**src/rtl/i2c_master_pkg.sv**
```systemverilog
// Package: constants and carriers for the two-wire single master
package i2c_master_pkg;
    localparam int unsigned CLK_HZ = 50_000_000;
    localparam int unsigned RATE_100K_HZ = 100_000;
    localparam int unsigned RATE_400K_HZ = 400_000;
    localparam int unsigned RATE_800K_HZ = 800_000;
    localparam int unsigned RATE_1M_HZ = 1_000_000;
    // Quarter bit periods in clk_sys cycles, rounded up so no rate runs above its nominal value
    localparam int unsigned QTR_100K = (CLK_HZ + 4 * RATE_100K_HZ - 1) / (4 * RATE_100K_HZ);
    localparam int unsigned QTR_400K = (CLK_HZ + 4 * RATE_400K_HZ - 1) / (4 * RATE_400K_HZ);
    localparam int unsigned QTR_800K = (CLK_HZ + 4 * RATE_800K_HZ - 1) / (4 * RATE_800K_HZ);
    localparam int unsigned QTR_1M = (CLK_HZ + 4 * RATE_1M_HZ - 1) / (4 * RATE_1M_HZ);
    localparam int QTR_W = 8;
    localparam int NPINS = 40;
    localparam int PSEL_W = 6;
    localparam logic [1:0] RATE_SEL_100K = 2'h0;
    localparam logic [1:0] RATE_SEL_400K = 2'h1;
    localparam logic [1:0] RATE_SEL_800K = 2'h2;
    localparam logic [1:0] RATE_SEL_1M = 2'h3;

    // One transfer request: address, direction, data byte, stop after this byte
    typedef struct packed {
        logic [6:0] addr;
        logic rd;
        logic [7:0] data;
        logic last;
    } req_s;

    // Result of one byte: data read back and missing acknowledge flag
    typedef struct packed {
        logic [7:0] data;
        logic nack;
    } rsp_s;

    typedef enum logic [3:0] {
        ST_IDLE = 4'h0,
        ST_START = 4'h1,
        ST_ADDR = 4'h2,
        ST_AACK = 4'h3,
        ST_DATA = 4'h4,
        ST_DACK = 4'h5,
        ST_STOP = 4'h6,
        ST_NEXT = 4'h7
    } phase_e;
endpackage

```
**src/rtl/i2c_single_master.sv**
```systemverilog
// Two-wire single bus master with pin routing and open-drain outputs
// Functional notes
// - Clock rate selectable 100k, 400k, 800k, 1M.
// - Exactly two wires: clock and data.
// - Both lines routable to any pin 0-39.
// - Routed pins open-drain; external pull-ups required.
// - Sole master only; no arbitration, no slave.
`timescale 1ns/100ps
`default_nettype none
module i2c_single_master
    import i2c_master_pkg::*;
(
    input wire logic clk_sys,
    input wire logic rst_b,
    input wire logic [1:0] rate_sel,
    input wire logic [PSEL_W-1:0] scl_pin_sel,
    input wire logic [PSEL_W-1:0] sda_pin_sel,
    input wire req_s req_data,
    input wire logic req_valid,
    output logic req_ready,
    output rsp_s rsp_data,
    output logic rsp_valid,
    input wire logic rsp_ready,
    output logic busy,
    input wire logic [NPINS-1:0] pin_in,
    output logic [NPINS-1:0] pin_out,
    output logic [NPINS-1:0] pin_oe
);
    // ==================================================================
    // Request buffer
    // ==================================================================
    req_s head;
    logic head_valid;
    logic head_take;
    logic req_push;

    // Ready is registered here, so the buffer is only offered words it can hold
    skid_buffer #(.WIDTH($bits(req_s)), .DEPTH(2)) u_req_buf (
        .clk_sys(clk_sys),
        .rst_b(rst_b),
        .in_data(req_data),
        .in_valid(req_push),
        .in_ready(),
        .out_data(head),
        .out_valid(head_valid),
        .out_ready(head_take)
    );

    // ==================================================================
    // State
    // ==================================================================
    typedef struct packed {
        phase_e ph;
        logic [QTR_W-1:0] tick;
        logic [1:0] qtr;
        logic [3:0] bitn;
        logic [7:0] sh;
        logic [6:0] addr;
        logic rd;
        logic last;
        logic nack;
        logic scl_low;
        logic sda_low;
        logic [1:0] sda_sync;
        logic [1:0] scl_sync;
        logic rsp_v;
        rsp_s rsp;
        logic [NPINS-1:0] p_oe;
        logic rdy;
        logic [1:0] occ;
        logic busy;
    } mst_s;

    mst_s s_r;
    mst_s s_nxt;
    logic [QTR_W-1:0] qtr_len;
    logic qtr_end;
    logic sda_in;
    logic scl_in;
    logic rsp_free;

    always_comb begin
        unique case (rate_sel)
            RATE_SEL_100K: qtr_len = QTR_W'(QTR_100K - 1);
            RATE_SEL_400K: qtr_len = QTR_W'(QTR_400K - 1);
            RATE_SEL_800K: qtr_len = QTR_W'(QTR_800K - 1);
            RATE_SEL_1M: qtr_len = QTR_W'(QTR_1M - 1);
        endcase
    end

    assign qtr_end = (s_r.tick == qtr_len);
    assign sda_in = s_r.sda_sync[1];
    assign scl_in = s_r.scl_sync[1];
    assign rsp_free = !s_r.rsp_v || rsp_ready;
    assign req_push = req_valid && s_r.rdy;
    // New request words are taken only between bytes, so a held response stalls the source
    assign head_take = head_valid && (s_r.ph == ST_NEXT || s_r.ph == ST_IDLE) && rsp_free
        && qtr_end;

    // ==================================================================
    // Byte sequencer
    // ==================================================================
    always_comb begin
        s_nxt = s_r;
        // Pins selected by mux; synchronise before use
        s_nxt.sda_sync = {s_r.sda_sync[0], pin_in[sda_pin_sel]};
        s_nxt.scl_sync = {s_r.scl_sync[0], pin_in[scl_pin_sel]};
        // Own count of buffered words gives a registered ready that is never stale
        s_nxt.occ = s_r.occ + 2'(req_push) - 2'(head_take);
        s_nxt.rdy = (s_nxt.occ != 2'h2);
        if (s_r.rsp_v && rsp_ready) begin
            s_nxt.rsp_v = 1'b0;
        end
        s_nxt.tick = qtr_end ? '0 : s_r.tick + 1'b1;
        // Clock stretching is not supported: the bus has one master, no wait on scl_in
        if (qtr_end) begin
            s_nxt.qtr = s_r.qtr + 1'b1;
            unique case (s_r.ph)
                ST_IDLE: begin
                    s_nxt.qtr = '0;
                    s_nxt.scl_low = 1'b0;
                    s_nxt.sda_low = 1'b0;
                    if (head_take) begin
                        s_nxt.addr = head.addr;
                        s_nxt.rd = head.rd;
                        s_nxt.last = head.last;
                        s_nxt.sh = {head.addr, head.rd};
                        s_nxt.ph = ST_START;
                    end
                end
                // Start: data falls while the clock is high
                ST_START: begin
                    s_nxt.sda_low = 1'b1;
                    if (s_r.qtr == 2'h1) begin
                        s_nxt.scl_low = 1'b1;
                        s_nxt.qtr = '0;
                        s_nxt.bitn = '0;
                        s_nxt.ph = ST_ADDR;
                    end
                end
                ST_ADDR, ST_DATA: begin
                    unique case (s_r.qtr)
                        2'h0: s_nxt.sda_low = (s_r.ph == ST_DATA && s_r.rd) ? 1'b0 : !s_r.sh[7];
                        2'h1: s_nxt.scl_low = 1'b0;
                        2'h2: s_nxt.sh = {s_r.sh[6:0], sda_in};
                        2'h3: s_nxt.scl_low = 1'b1;
                    endcase
                    if (s_r.qtr == 2'h3) begin
                        s_nxt.bitn = s_r.bitn + 1'b1;
                        if (s_r.bitn == 4'h7) begin
                            s_nxt.ph = (s_r.ph == ST_ADDR) ? ST_AACK : ST_DACK;
                        end
                    end
                end
                ST_AACK, ST_DACK: begin
                    unique case (s_r.qtr)
                        // Master acks read bytes except the last one
                        2'h0: s_nxt.sda_low = (s_r.ph == ST_DACK && s_r.rd) ? !s_r.last : 1'b0;
                        2'h1: s_nxt.scl_low = 1'b0;
                        2'h2: s_nxt.nack = (s_r.ph == ST_AACK || !s_r.rd) ? sda_in : 1'b0;
                        2'h3: s_nxt.scl_low = 1'b1;
                    endcase
                    if (s_r.qtr == 2'h3) begin
                        s_nxt.bitn = '0;
                        if (s_r.ph == ST_AACK && !s_r.nack) begin
                            s_nxt.ph = ST_NEXT;
                            s_nxt.sh = s_r.rd ? 8'h00 : s_r.sh;
                        end else begin
                            s_nxt.rsp_v = 1'b1;
                            s_nxt.rsp = '{data: s_r.sh, nack: s_r.nack};
                            s_nxt.ph = (s_r.nack || s_r.last) ? ST_STOP : ST_NEXT;
                        end
                    end
                end
                ST_NEXT: begin
                    s_nxt.qtr = '0;
                    if (head_take) begin
                        s_nxt.sh = s_r.rd ? 8'h00 : head.data;
                        s_nxt.last = head.last;
                        s_nxt.ph = s_r.rd ? ST_DATA : ST_DATA;
                    end
                end
                // Stop: data rises while the clock is high
                ST_STOP: begin
                    unique case (s_r.qtr)
                        2'h0: s_nxt.sda_low = 1'b1;
                        2'h1: s_nxt.scl_low = 1'b0;
                        2'h2: s_nxt.sda_low = 1'b0;
                        2'h3: s_nxt.ph = ST_IDLE;
                    endcase
                end
                default: s_nxt.ph = ST_IDLE;
            endcase
        end
        // Only two pins are ever driven and only low: open drain, sole master
        s_nxt.p_oe = '0;
        s_nxt.p_oe[scl_pin_sel] = s_nxt.scl_low;
        s_nxt.p_oe[sda_pin_sel] = s_nxt.p_oe[sda_pin_sel] | s_nxt.sda_low;
        s_nxt.busy = (s_nxt.ph != ST_IDLE);
    end

    always_ff @(posedge clk_sys or negedge rst_b) begin
        if (!rst_b) begin
            s_r <= '{ph: ST_IDLE, sda_sync: 2'h3, scl_sync: 2'h3, default: '0};
        end else begin
            s_r <= s_nxt;
        end
    end

    // ==================================================================
    // Outputs
    // ==================================================================
    assign req_ready = s_r.rdy;
    assign rsp_data = s_r.rsp;
    assign rsp_valid = s_r.rsp_v;
    assign busy = s_r.busy;
    assign pin_out = '0;
    assign pin_oe = s_r.p_oe;
endmodule // i2c_single_master
`default_nettype wire

```
**src/rtl/skid_buffer.sv**
```systemverilog
// Two-entry valid/ready buffer for request words
`timescale 1ns/100ps
`default_nettype none
module skid_buffer
    import i2c_master_pkg::*;
#(
    parameter int WIDTH = 17,
    parameter int DEPTH = 2
) (
    input wire logic clk_sys,
    input wire logic rst_b,
    input wire logic [WIDTH-1:0] in_data,
    input wire logic in_valid,
    output logic in_ready,
    output logic [WIDTH-1:0] out_data,
    output logic out_valid,
    input wire logic out_ready
);
    localparam int PW = (DEPTH > 1) ? $clog2(DEPTH) : 1;

    typedef struct packed {
        logic [PW-1:0] wp;
        logic [PW-1:0] rp;
        logic [PW:0] cnt;
    } buf_s;

    buf_s s_r;
    buf_s s_nxt;
    logic [WIDTH-1:0] mem [DEPTH];
    logic push;
    logic pop;

    assign in_ready = (s_r.cnt != (PW+1)'(DEPTH));
    assign out_valid = (s_r.cnt != '0);
    assign out_data = mem[s_r.rp];
    assign push = in_valid && in_ready;
    assign pop = out_valid && out_ready;

    function automatic logic [PW-1:0] wrap_inc(input logic [PW-1:0] p);
        wrap_inc = (p == (PW)'(DEPTH-1)) ? '0 : p + 1'b1;
    endfunction

    always_comb begin
        s_nxt = s_r;
        if (push) begin
            s_nxt.wp = wrap_inc(s_r.wp);
        end
        if (pop) begin
            s_nxt.rp = wrap_inc(s_r.rp);
        end
        s_nxt.cnt = s_r.cnt + (PW+1)'(push) - (PW+1)'(pop);
    end

    always_ff @(posedge clk_sys or negedge rst_b) begin
        if (!rst_b) begin
            s_r <= '0;
        end else begin
            s_r <= s_nxt;
        end
    end

    always_ff @(posedge clk_sys) begin
        if (push) begin
            mem[s_r.wp] <= in_data;
        end
    end
endmodule // skid_buffer
`default_nettype wire

```
**config.mk**
```make
export PLATFORM = sky130hd
export DESIGN_NAME = i2c_single_master
export DESIGN_NICKNAME = d
export VERILOG_FILES = /design/src/rtl/i2c_master_pkg.sv /design/src/rtl/i2c_single_master.sv /design/src/rtl/skid_buffer.sv
export SDC_FILE = /design/constraint.sdc
export NUM_CORES = 1
export LEC_CHECK = 0
export BUFFER_PORTS_ARGS = -buffer_cell sky130_fd_sc_hd__buf_2
export CORE_MARGIN = 3
export CORE_UTILIZATION = 41
export CTS_CLUSTER_DIAMETER = 200
export DETAILED_ROUTE_END_ITERATION = 16
export PLACE_DENSITY = 0.65
export SYNTH_ARGS = -nofsm -noshare
export SYNTH_HDL_FRONTEND = slang
export SYNTH_SLANG_ARGS = --single-unit
```
**constraint.sdc**
```tcl
create_clock -name clk_sys -period 7 [get_ports clk_sys]
set_input_delay 1.4 -clock clk_sys [delete_from_list [all_inputs] [get_ports clk_sys]]
set_output_delay 1.4 -clock clk_sys [all_outputs]
set_load 0.02 [all_outputs]
```
==> results.json <==
{
  "clk_pin_slew_ns": 0.05,
  "clock_sinks": 125,
  "grt.total_usage_pct": 17.6,
  "slew_viol_final": 0,
  "final_common_cell": "buf_2",
  "yosysUniqueCellTypes": 75,
  "start_kind": "primary input",
  "critPathKind": "primary input to flop",
  "ant_nets": 0,
  "grt_use_met1_pct": 23.2,
  "clk_latency_ns": 0.41,
  "power_frac_clock_pct": 36.3,
  "netlist_area_um2": 7010,
  "busiest_layer": "met2",
  "fillers": 1555,
  "ios": 167,
  "drt_wl_total_um": 16200,
  "cts_tree": "yes",
  "avgSynthCellArea_um2": 10.3,
  "area_delta_synth_final_pct": 11.7,
  "final_layout_size_suffix_gt1_share_pct": 26.0,
  "crit_path_end_kind": "flop",
  "first_global_vias": 4906,
  "die_w_um": 137,
  "final_nets": 826,
  "yosysWarnings": 0,
  "synth_edf_count": 34,
  "status": "completed",
  "tightest_slew_ns": 1.28,
  "antenna_cells": 0,
  "gp_congestion": 0.849,
  "p_per_area_nw_per_um2": 297,
  "post_drt_wl_per_cell_um": 16.7,
  "period_share_pct": 54.9,
  "htreeDepth": 4,
  "ys_async_sr_fraction_pct": 72.8,
  "vias": 5138,
  "drt_iter0_markers": 344,
  "combPwrFrac_pct": 21.4,
  "p_sw_share_pct": 30.7,
  "rsz0062_at_grt": "false",
  "peakVddDrop_mv": 0.165,
  "antenna_found_initial": 0,
  "synth-seq-cells": 125,
  "rows": 47,
  "p_total_w": 0.00233,
  "holdBufCountCts": 0,
  "dpl.hpwl_um": 11500,
  "die_h_um": 137,
  "setup_violations": 0,
  "cts-resized-gates": 0,
  "io_buffers": 126,
  "tns_ns": 0,
  "grt_max_degree": 61,
  "drc": 0,
  "intPower_w": 0.00161,
  "synthCells": 678,
  "initial_core_util_pct": 42.1,
  "cts_setup_buffers": 0,
  "cts_root_buf": "clkbuf_16",
  "met3_usage_pct": 4.49,
  "seqPwrFrac_pct": 42.3,
  "slew_headroom_pct": 14.8,
  "path_max_fanout": 15,
  "core_um2": 16600,
  "grt.overflow.total": 0,
  "cts_made_buffers": 17,
  "net-switching-power_w": 0.000713,
  "maxCapViolCount": 0,
  "grt_pass1_wl_um": 25600,
  "cp.required_ns": 7.29,
  "yosysSeqAreaShare_pct": 47.1,
  "critPathArrivalTime_ns": 4.13,
  "final_hold_viol_count": 0,
  "synth_flop_cell": "dfrtp_1",
  "grt_util_met2_pct": 28.3,
  "fmax_ghz": 0.260,
  "die_area_um2": 18700,
  "final_cell_mix": "125 x buf_2, 89 x dfrtp_1, 56 x nand2_1, 56 x nor2_1, 40 x conb_1",
  "leakage_nw": 3.44,
  "hp-class": "flop to flop",
  "drt_first_pass_iters": 5,
  "finClkSkew_ns": 0.00583,
  "min_period_ns": 3.84,
  "clockBufferDepth": 2,
  "drt-vias-per-instance": 5.30
}
==> cell families (layout without fill, tap and decap cells) <==
logic type | Yosys count | in the layout | share of synthesized area (%)
DFF | 125 | 125 | 47.1
AOI/OAI and AO/OA | 135 | 135 | 15.3
buffers and inverters | 143 | 176 | 12.6
xor gates and xnor gates | 17 | 17 | 2.13
muxes | 36 | 36 | 5.46
adders and majority gates | 13 | 13 | 2.32
other | 1 | 40 | 0.0535
and+or+nand+nor | 208 | 208 | 15.0
==> final cells by class <==
type	instances	area, um2	share of cell area [%]
Clock buffer	24	482	6.15
Clock inverter	7	88.8	1.13
Inverter	16	60.1	0.767
Multi-Input combinational cell	449	2970	37.9
Sequential cell	125	3300	42.2
Tap cell	220	275	3.52
Timing Repair Buffer	129	656	8.37
==> cell usage after synthesis (3+ instances only) <==
cell       n  area (um2)
a21oi_1   11        55.1
a221oi_1   4        35.0
a22o_1     5        43.8
a22oi_1    9        67.6
a31o_2     3        26.3
a31oi_1    3        18.8
and2_1     6        37.5
and3_1     6        37.5
buf_1      8        30.0
buf_2      3        15.0
buf_4     92         691
clkbuf_1  24        90.1
dfrtp_1   89        2230
edfxtp_1  34        1020
ha_1      13         163
inv_1     16        60.1
mux2_2    18         203
mux2i_1   18         180
nand2_1   56         210
nand2b_1  13        81.3
nand3_1   12        60.1
nand3b_1   5        37.5
nand4_1   11        68.8
nor2_1    56         210
nor2b_1    5        31.3
nor3_1     7        35.0
o211ai_1   3        22.5
o21ai_0   18        90.1
o21bai_1   7        52.6
o221ai_1   8        70.1
o22ai_1    3        18.8
o31ai_1    4        30.0
o32ai_1   29         254
or3_1      9        56.3
or3b_2     3        26.3
or4_1      3        22.5
xnor2_1    8        70.1
xor2_1     9        78.8
==> power groups by stage <==
stage	Sequential (W)	Combinational (W)	Clock, W
6_report	0.000983	0.000499	0.000844
5_1_grt	0.00100	0.000566	0.000901
4_1_cts	0.000984	0.000500	0.000859
3_5_place_dp	0.000995	0.000498	0
3_3_place_gp	0.000994	0.000489	0
2_1_floorplan	0.000941	0.000417	0
==> layer usage <==
layer	up-vias	wire, um
met3	20	1260
met1	2450	6990
met4	0	198
met2	214	7730
met5	-	0
li1	2454	-
==> path summary, 6_finish.rpt <==
check                                    startpoint                   end  slack, ns  cells after the start
max in group asynchronous                     rst_b  pin_oe[14]$_DFF_PN0_       4.97                      2
worst min register to register  s_nxt[57]$_DFF_PN1_     s_r[57]$_DFF_PN1_       0.36                      0
worst min-delay path            s_nxt[57]$_DFF_PN1_     s_r[57]$_DFF_PN1_       0.36                      0
min in group asynchronous                     rst_b      s_r[1]$_DFF_PN0_       0.92                      1
worst max register to register    s_r[93]$_DFF_PN0_  pin_oe[17]$_DFF_PN0_       3.94                      7
worst max-delay path                    rate_sel[0]   req_ready$_DFF_PN0_       3.16                     13
==> stage by stage <==
stage	util, %	std cells	worst slack, ns	instance area, um2	hold slack (ns)
6_report	47.0	970	3.16	7830	0.357
3_5_place_dp	43.6	939	2.72	7260	0.350
4_1_cts	47.0	970	3.15	7830	0.358
2_1_floorplan	-	717	3.18	7150	0.345
5_1_grt	47.0	970	2.93	7830	0.358
3_3_place_gp	43.6	939	2.75	7260	0.347
==> critical path, cell delays in order <==
cell,delay (ns)
buf_2,0.09
inv_1,0.04
ha_1,0.23
or2_1,0.27
a211oi_4,0.30
and3_1,0.51
o2111a_1,0.42
ha_1,0.28
inv_1,0.06
ha_1,0.15
xnor2_1,0.13
xnor2_1,0.17
nand2b_1,0.09
==> registers in the layout, indices dropped and copies added (netlist names) <==
register and flops:
s_r 34, u_req_buf.mem 34, pin_oe 40, rsp_data 9, busy 1, u_req_buf.s_r 4, req_ready 1, s_nxt 1
rsp_valid 1
No activity file was read; power rests on OpenSTA's default activity.
